==> config.mk <==
export PLATFORM = sky130hd
export DESIGN_NAME = mmdp_decode
export DESIGN_NICKNAME = d
export VERILOG_FILES = /design/src/design/mmdp_pkg.sv /design/src/design/mmdp_decode.sv
export VERILOG_INCLUDE_DIRS = /design/src /design/src/design
export SDC_FILE = /design/constraint.sdc
export NUM_CORES = 1
export LEC_CHECK = 0
export ABC_AREA = 0
export BUFFER_PORTS_ARGS = -buffer_cell sky130_fd_sc_hd__buf_2
export CORE_ASPECT_RATIO = 0.7
export CORE_MARGIN = 3
export CORE_UTILIZATION = 45
export CTS_CLUSTER_DIAMETER = 30
export DETAILED_ROUTE_END_ITERATION = 7
export PLACE_DENSITY = 0.78
export RECOVER_POWER = 50
export SLEW_MARGIN = 20
export SYNTH_ARGS = -nofsm -noshare
export SYNTH_HDL_FRONTEND = slang
export SYNTH_SLANG_ARGS = --single-unit
==> constraint.sdc <==
create_clock -name mclk -period 2.7 [get_ports mclk]
set_clock_uncertainty 0.1 [all_clocks]
set_input_delay 0.405 -clock mclk [delete_from_list [all_inputs] [get_ports mclk]]
set_output_delay 0.405 -clock mclk [all_outputs]
set_load 0.02 [all_outputs]
==> src/design/mmdp_consts.svh <==
// constants and behaviour summary for the memory map decode and protect block
// Behaviour
// the 512-byte eeprom decodes at b600-b7ff only while eeprom_enable_bit is one.
// an erased configuration byte of 0f brings eeprom and rom on and the watchdog off.
// the working configuration keeps only its low four bits and reads zero above.
// in normal modes protected bits take one write, and only in the first 64 bus cycles.
// in special modes the time window and the write-once limit are both bypassed.
// software leaving special mode writes protected registers before clearing the mode bit.
// ram_page_field gives the top hex digit of the 256-byte ram base and resets to zero.
// regblock_page_field gives the top hex digit of the 64-byte block base, reset one.
// on a read of any internal resource the external data pins are ignored.
// on overlap only the highest resource is enabled: registers over ram over rom.
// unused register offsets still win priority and read the undriven internal bus.
// in expanded modes block offsets two to seven go external, internal ram and rom off.
// reads return the working copy, loaded from the nonvolatile byte during every reset.
// special_variant_bit accepts a write of zero but never a write back to one.
// the 8K-byte rom decodes at e000-ffff only while rom_enable_bit is one; the code also decodes it whenever neither expanded nor special mode is set.
// a bus cycle counter and a written flag, cleared by reset, enforce the protection.
`ifndef MMDP_CONSTS_SVH
`define MMDP_CONSTS_SVH
`define MMDP_OFF_MAP 12'h000
`define MMDP_OFF_CFG 12'h004
`define MMDP_OFF_MODE 12'h008
`define MMDP_OFF_STAT 12'h00c
`define MMDP_MAP_RESET 8'h01
`define MMDP_CFG_ERASED 8'h0f
`define MMDP_CFG_MASK 8'h0f
`define MMDP_BIT_EEPROM_ENABLE_BIT 0
`define MMDP_BIT_ROM_ENABLE_BIT 1
`define MMDP_WINDOW 7'h40
`define MMDP_EE_BASE 7'h5b
`define MMDP_ROM_BASE 3'h7
`define MMDP_EXT_LO 6'h02
`define MMDP_EXT_HI 6'h07
`endif

==> src/design/mmdp_pkg.sv <==
// types of the memory map decode and protect block
package mmdp_pkg;
   typedef enum logic [1:0] {MMDP_IDLE, MMDP_WAIT, MMDP_DONE} mmdp_apb_t;
   typedef struct packed {
      logic sel_regs;
      logic sel_ram;
      logic sel_rom;
      logic sel_eeprom;
      logic sel_ext;
      logic ignore_ext_data;
   } mmdp_sel_t;
   typedef struct packed {
      mmdp_apb_t apb;
      logic pready;
      logic pslverr;
      logic [31:0] prdata;
      logic [7:0] map;
      logic [7:0] cfg;
      logic special;
      logic written;
      logic [6:0] cycles;
      mmdp_sel_t sel;
   } mmdp_st_t;
endpackage : mmdp_pkg

==> src/design/mmdp_decode.sv <==
// address decode, priority and protection of the on-chip memory map
`timescale 1ns/1ps
`include "mmdp_consts.svh"
module mmdp_decode
   import mmdp_pkg::*;
(
   input wire logic mclk,
   input wire logic rst_n,
   input wire logic psel,
   input wire logic penable,
   input wire logic pwrite,
   input wire logic [11:0] paddr,
   input wire logic [31:0] pwdata,
   output logic [31:0] prdata,
   output logic pready,
   output logic pslverr,
   input wire logic [7:0] nv_config_byte,
   input wire logic special_mode_pin,
   input wire logic expanded_mode,
   input wire logic bus_cycle,
   input wire logic [15:0] cpu_addr,
   input wire logic cpu_rd,
   output mmdp_sel_t cpu_sel
);
   mmdp_st_t st_r;
   mmdp_st_t st_nxt;
   logic reg_hit;
   logic reg_ext;
   logic ram_hit;
   logic rom_hit;
   logic ee_hit;
   logic prot_ok;
   logic acc;

   function automatic logic page_hit(input logic [15:0] a, input logic [3:0] pg,
      input logic [3:0] span);
      page_hit = (a[15:12] == pg) && ((a[11:8] & span) == 4'h0);
   endfunction : page_hit

   always_comb
   begin
      st_nxt = st_r;
      reg_hit = page_hit(cpu_addr, st_r.map[3:0], 4'hf) && (cpu_addr[7:6] == 2'b00);
      // port replacement offsets go out to the external device
      reg_ext = expanded_mode && reg_hit && (cpu_addr[5:0] >= `MMDP_EXT_LO)
         && (cpu_addr[5:0] <= `MMDP_EXT_HI);
      ram_hit = page_hit(cpu_addr, st_r.map[7:4], 4'hf);
      // normal single-chip mode needs a reset vector, so rom is forced on there
      rom_hit = (st_r.cfg[`MMDP_BIT_ROM_ENABLE_BIT] || (!expanded_mode && !st_r.special))
         && (cpu_addr[15:13] == `MMDP_ROM_BASE);
      ee_hit = st_r.cfg[`MMDP_BIT_EEPROM_ENABLE_BIT] && (cpu_addr[15:9] == `MMDP_EE_BASE);
      st_nxt.sel.sel_regs = reg_hit;
      st_nxt.sel.sel_ram = ram_hit && !reg_hit;
      st_nxt.sel.sel_rom = rom_hit && !reg_hit && !ram_hit;
      st_nxt.sel.sel_eeprom = ee_hit && !reg_hit && !ram_hit && !rom_hit;
      st_nxt.sel.sel_ext = reg_ext || !(reg_hit || ram_hit || rom_hit || ee_hit);
      st_nxt.sel.ignore_ext_data = cpu_rd && !st_nxt.sel.sel_ext;
      // counter saturates so the window stays shut until the next reset
      if (bus_cycle && (st_r.cycles != `MMDP_WINDOW))
      begin
         st_nxt.cycles = st_r.cycles + 7'h01;
      end
      prot_ok = st_r.special || ((st_r.cycles != `MMDP_WINDOW) && !st_r.written);
      acc = psel && penable;
      st_nxt.pready = 1'b0;
      st_nxt.pslverr = 1'b0;
      unique case (st_r.apb)
         MMDP_IDLE:
         begin
            if (acc)
            begin
               st_nxt.apb = MMDP_WAIT;
            end
         end
         MMDP_WAIT:
         begin
            st_nxt.apb = MMDP_DONE;
            st_nxt.pready = 1'b1;
            st_nxt.prdata = 32'h0000_0000;
            unique case (paddr)
               `MMDP_OFF_MAP: st_nxt.prdata[7:0] = st_r.map;
               `MMDP_OFF_CFG: st_nxt.prdata[7:0] = st_r.cfg & `MMDP_CFG_MASK;
               `MMDP_OFF_MODE: st_nxt.prdata[0] = st_r.special;
               `MMDP_OFF_STAT: st_nxt.prdata[8:0] = {prot_ok, st_r.written, st_r.cycles};
               default: st_nxt.pslverr = 1'b1;
            endcase
         end
         MMDP_DONE:
         begin
            st_nxt.apb = MMDP_IDLE;
            if (acc && pwrite && !st_r.pslverr)
            begin
               if ((paddr == `MMDP_OFF_MAP) && prot_ok)
               begin
                  st_nxt.map = pwdata[7:0];
                  st_nxt.written = 1'b1;
               end
               // a one never returns the block to special mode
               if ((paddr == `MMDP_OFF_MODE) && !pwdata[0])
               begin
                  st_nxt.special = 1'b0;
               end
            end
         end
      endcase
   end

   always_ff @(posedge mclk)
   begin
      if (!rst_n)
      begin
         st_r <= '0;
         st_r.apb <= MMDP_IDLE;
         st_r.map <= `MMDP_MAP_RESET;
         st_r.cfg <= nv_config_byte & `MMDP_CFG_MASK;
         st_r.special <= special_mode_pin;
         st_r.sel.sel_ext <= 1'b1;
      end
      else
      begin
         st_r <= st_nxt;
      end
   end

   assign prdata = st_r.prdata;
   assign pready = st_r.pready;
   assign pslverr = st_r.pslverr;
   assign cpu_sel = st_r.sel;
endmodule : mmdp_decode

[After elaboration in Yosys (flattened, before gate mapping)]
Cells that the tools add are included.
Storage, ports and cells
  bits in registers: 40
  latch bits: 0
  RAM bits: 0
  memory bits (read-only): 0
  logic and storage cells: 92
  memories: 0
Cells by class
  $add $sub $neg: 1
  $mul: 0
  div/mod/pow operators: 0
  order comparisons: 2
  equal/unequal tests: 14
  shift-type cells: 0
  mux-type cells: 13
  bitwise logic cells: 0
  reductions and logical operators: 47
Operators by type and width (count)
  two-way mux 34 bit: 1
  == test 12 x 4 -> 1 bit, second input constant: 2
  logical AND 1 bit: 23
  case mux 7 bit (3 select lines): 1
  two-way mux 15 bit: 1
  == test 12 x 3 -> 1 bit, second input constant: 1
  zero test 12 bit: 1
  zero test 1 bit: 10
  == test 4 bit: 2
  adder 7 x 1 -> 7 bit, second input constant: 1
  == test 7 bit, second input constant: 1
  two-way mux 7 bit: 1
  inequality test 7 bit, second input constant: 1
  greater-or-equal comparator 6 x 2 -> 1 bit, second input constant: 1
  <= comparator 6 x 3 -> 1 bit, second input constant: 1
  logical OR 1 bit: 6
  two-way mux 2 bit: 3
  inequality test 2 x 1 -> 1 bit, second input constant: 3
  case mux 2 bit (3 select lines): 1
  AND reduction 3 bit: 2
  zero test 2 bit: 2
  zero test 4 bit: 1
  two-way mux 1 bit: 4
  case mux 1 bit (4 select lines): 1
  6 further kinds: 6

[Depth between registers and ports, before layout]
  depth after elaboration: 11
  mapped depth: 7
  gate-level depth less buffers: 6

[Worst setup path after synthesis]
OpenSTA, ideal clock, no wires.
  path kind: in2reg
  start: in paddr[11]
  end: reg st_r[23] (netlist name)
  setup time: 72 ps
  data arrival time: 1880 ps
  required time: 2528 ps
  path slack: 648 ps
  cell stages on the path: 5
  buffers on the path: 1
  path through: or4_4 > nor4_4 > o2111a_1 > buf_6 > mux2i_1
Between the ends
  cells in the longest elaborated chain, start to end: 3
Ends and longest elaborated chain
  from (decl): RTL line mmdp_decode.sv:12  | input wire logic [11:0] paddr,
  zero test 12 bit
  logical AND 1 bit: RTL line mmdp_decode.sv:93  | if ((paddr == `MMDP_OFF_MAP) && prot_ok)
  AND reduction 3 bit (no source line)
  to (signal assigned): RTL line mmdp_decode.sv:121  | st_r <= st_nxt;
  to (decl): RTL line mmdp_decode.sv:25  | mmdp_st_t st_r;
Every way passes these cells.
A chain may end at the register's enable or synchronous reset.

[Worst setup path in the final report]
  start: in rst_n
  end: reg st_r[14] (netlist name) (enable)
Between the ends
  cells in the longest elaborated chain, start to end: 2
  elaborated cells on any way between the ends: 4
  classes of those cells: eq/ne (3); reduce/logical (1)
Ends and longest elaborated chain
  from (decl): RTL line mmdp_decode.sv:8  | input wire logic rst_n,
  inequality test 2 x 1 -> 1 bit (no source line)
  AND reduction 3 bit (no source line) *
Mark *: on every way between the ends. The rest lies on a longest branch, timed or not.

==> results.py <==
metrics = {
    "outcome": {
        "status": "completed",
    },
    "grt": {
        "use_met2_pct": 23.9,
        "grt_overflow_total": 0,
        "grt_pass1_vias": 1618,
        "grt_busiest_layer": "met2",
        "grt_usage_pct": 16.2,
        "grt_max_degree": 28,
        "gr-usage-met3_pct": 4.81,
        "antenna_found_initial": 0,
        "grt_first_pass_wirelength_mm": 7.65,
        "met1_usage_pct": 23.2,
    },
    "worst_setup_path": {
        "r2r_start": "st_r[6]$_SDFFE_PN0P_",
        "cp.required_ps": 2650,
        "critPathLaunchType": "input pin",
        "crit_fanout": 27,
        "cpPeakStageDelay_ps": 660,
        "criticalPathCategory": "input pin to flop",
        "crit_start": "rst_n",
        "worstPathCellList": "clkbuf_1, inv_1, a41o_2",
        "critPathSlowestCell": "inv_1",
        "crit_arrival_ps": 2100,
        "cp-end-kind": "flop",
    },
    "drt": {
        "num_vias": 1764,
        "wire_per_inst_um": 13.3,
        "first_pass_iters": 4,
        "drt_iter0_drc": 83,
        "drt-vias-per-instance": 4.89,
        "drc": 0,
        "ant_nets": 0,
        "routed_wl_mm": 4.79,
    },
    "die": {
        "dieArea_sq_mm": 0.00589,
        "initial_core_util_pct": 49.0,
        "die_x_um": 90.4,
        "rows": 20,
        "dieHeight_um": 65.1,
        "io_pins": 117,
        "core_sq_mm": 0.00458,
    },
    "power_and_ir_drop": {
        "p_leak_nw": 0.975,
        "cellInternalPower_w": 0.000918,
        "power_switching_share_pct": 27.1,
        "clkPwrFrac_pct": 31.4,
        "netSwitchingPower_w": 0.000341,
        "pwr-share-seq_pct": 51.0,
        "ir_drop_mv": 0.225,
        "p_comb_share_pct": 17.6,
        "powerDensity_mw_per_mm2": 510,
    },
    "clocking": {
        "cts_tree": "built",
        "htree_levels": 2,
        "cts_resized": 0,
        "clkTransAtPathRegs_ps": 70,
        "clockBufferDepth": 2,
        "cts_buffers": 5,
        "cts.sinks": 40,
        "ctsRootBufferMaster": "clkbuf_8",
        "clkLatencyLatePin_ps": 280,
        "postCtsHoldBufs": 0,
        "cts_setup_buffers": 0,
    },
    "synthesis": {
        "synth_area_sq_mm": 0.00224,
        "syn_avg_cell_area_sq_um": 9.09,
        "synthDistinctLibCells": 48,
        "synth-seq-cells": 40,
        "synth_enable_flop_cells": 5,
        "synth_top_area_share_pct": 31.2,
        "synth_warnings": 0,
        "async_reset_ff_share_pct": 0,
        "yosysSeqAreaShare_pct": 37.9,
        "synthCells": 247,
        "yosysTopAreaCell": "dfxtp_1",
        "synth-main-ff-cell": "dfxtp_1",
        "synth_area_leaders": "dfxtp_1 (31%), buf_4 (13%), edfxtp_1 (6.7%)",
    },
    "finish": {
        "drive_gt1_share_pct": 20.3,
        "fin_nets": 376,
        "fin_cells": 361,
        "area_growth_pct": 9.98,
        "antenna_cells": 0,
    },
    "sta": {
        "tightest_slew_ps": 920,
        "max_freq_mhz": 467,
        "setup_viol": 0,
        "slew_viol_final": 0,
        "hold_viol_final": 0,
        "rsz0062_at_grt": "no",
        "min_period_ps": 2140,
        "post-route-period-util_pct": 79.3,
        "fin_tns_setup_ps": 0,
        "slew_headroom_pct": 38.6,
    },
    "place": {
        "gp_congestion": 0.824,
        "dp_hpwl_mm": 3.74,
        "place.port_buffers": 64,
        "placed_cells": 353,
    },
    "min_path": {
        "holdCritPathClass": "input pin to flop",
        "min_from": "nv_config_byte[3]",
    },
    "flow_run": {
        "drv_cap": 0,
    },
}
-- cells in the final DEF, fill, tap and decap left out, drive strengths merged, types with 4 or more instances in the layout --
cell type and instances:
a21oi 13, a22o 4, buf 47, clkbuf 26, conb 23, dfxtp 35, edfxtp 5, ha 5
inv 10, mux2i 12, nand2 22, nand2b 11, nand3 10, nor2 10, nor3 5, nor4 5
o21ai 4, xnor2 4, xor2 4
-- cell type report --
| class | instances | area, sq um |
|---|---|---|
| inverters | 10 | 37.5 |
| fillers | 443 | 2110 |
| repair buffers | 65 | 305 |
| well taps | 66 | 82.6 |
| flip-flops and latches | 40 | 851 |
| multi-input cells | 172 | 1100 |
| clock buffers | 8 | 90.1 |
-- final timing paths --
check	to	slack, ps	cells past startpoint
hold / removal	st_nxt[18]$_DFFE_PN_	190	1
setup / recovery	st_r[14]$_DFFE_PP_	560	3
setup reg to reg	st_r[30]$_SDFFE_PN0P_	750	5
hold reg to reg	prdata[5]$_SDFFE_PN0P_	370	2
-- power by group through the flow --
stage          clock [W]  combinational, W  sequential, W
2_1_floorplan          0          0.000175       0.000657
3_3_place_gp           0          0.000215       0.000654
3_5_place_dp           0          0.000221       0.000656
4_1_cts         0.000411          0.000222       0.000642
5_1_grt         0.000438          0.000247       0.000645
6_report        0.000395          0.000221       0.000642
-- per-stage QoR --
stage	hold slack [ps]	setup slack (ps)	utilization, %	instance area, sq um	total power [W]
floorplan	346	648	-	2330	0.000832
global placement	356	417	52.4	2400	0.000869
detailed placement	358	379	52.4	2400	0.000877
CTS	179	667	54.4	2490	0.00128
global route	179	351	53.9	2470	0.00133
finish	190	559	53.9	2470	0.00126
-- state kept, by name (all words and copies together), names as in the netlist --
signal   count
cpu_sel      6
prdata       9
pready       1
pslverr      1
st_nxt       4
st_r        19
-- synth_stat cells, drive strengths merged (4+ instances only) --
library cell   n
a21oi         13
a22o           4
buf           40
clkbuf         7
dfxtp         35
edfxtp         5
ha             5
inv           10
mux2i         12
nand2         22
nand2b        11
nand3         10
nor2          10
nor3           5
nor4           5
o21ai          4
xnor2          4
xor2           4
-- critical path: cells and delay by family --
family	cells	cell delay [ps]
buffers and inverters	2	1250
AOI/OAI and AO/OA	1	420
-- layer usage --
layer  vias up  wire [um]
met5         -          0
met2        58       2140
li1        896          -
met3         7        362
met4         0         41
met1       803       2250
-- cells by family (layout without fill, tap and decap cells) --
group                    Yosys count  count (layout)  synth area share [%]
AND/OR/NAND/NOR                   82              82                  20.0
buffers and inverters             57              83                  16.7
AO/OA/AOI/OAI                     41              41                  13.0
flip-flops                        40              40                  37.9
multiplexers                      13              13                  6.35
XOR/XNOR                           8               8                  3.12
adder cells (fa/ha/maj)            5               5                  2.79
other                              1              23                 0.167
(Power assumes the default switching activity.)
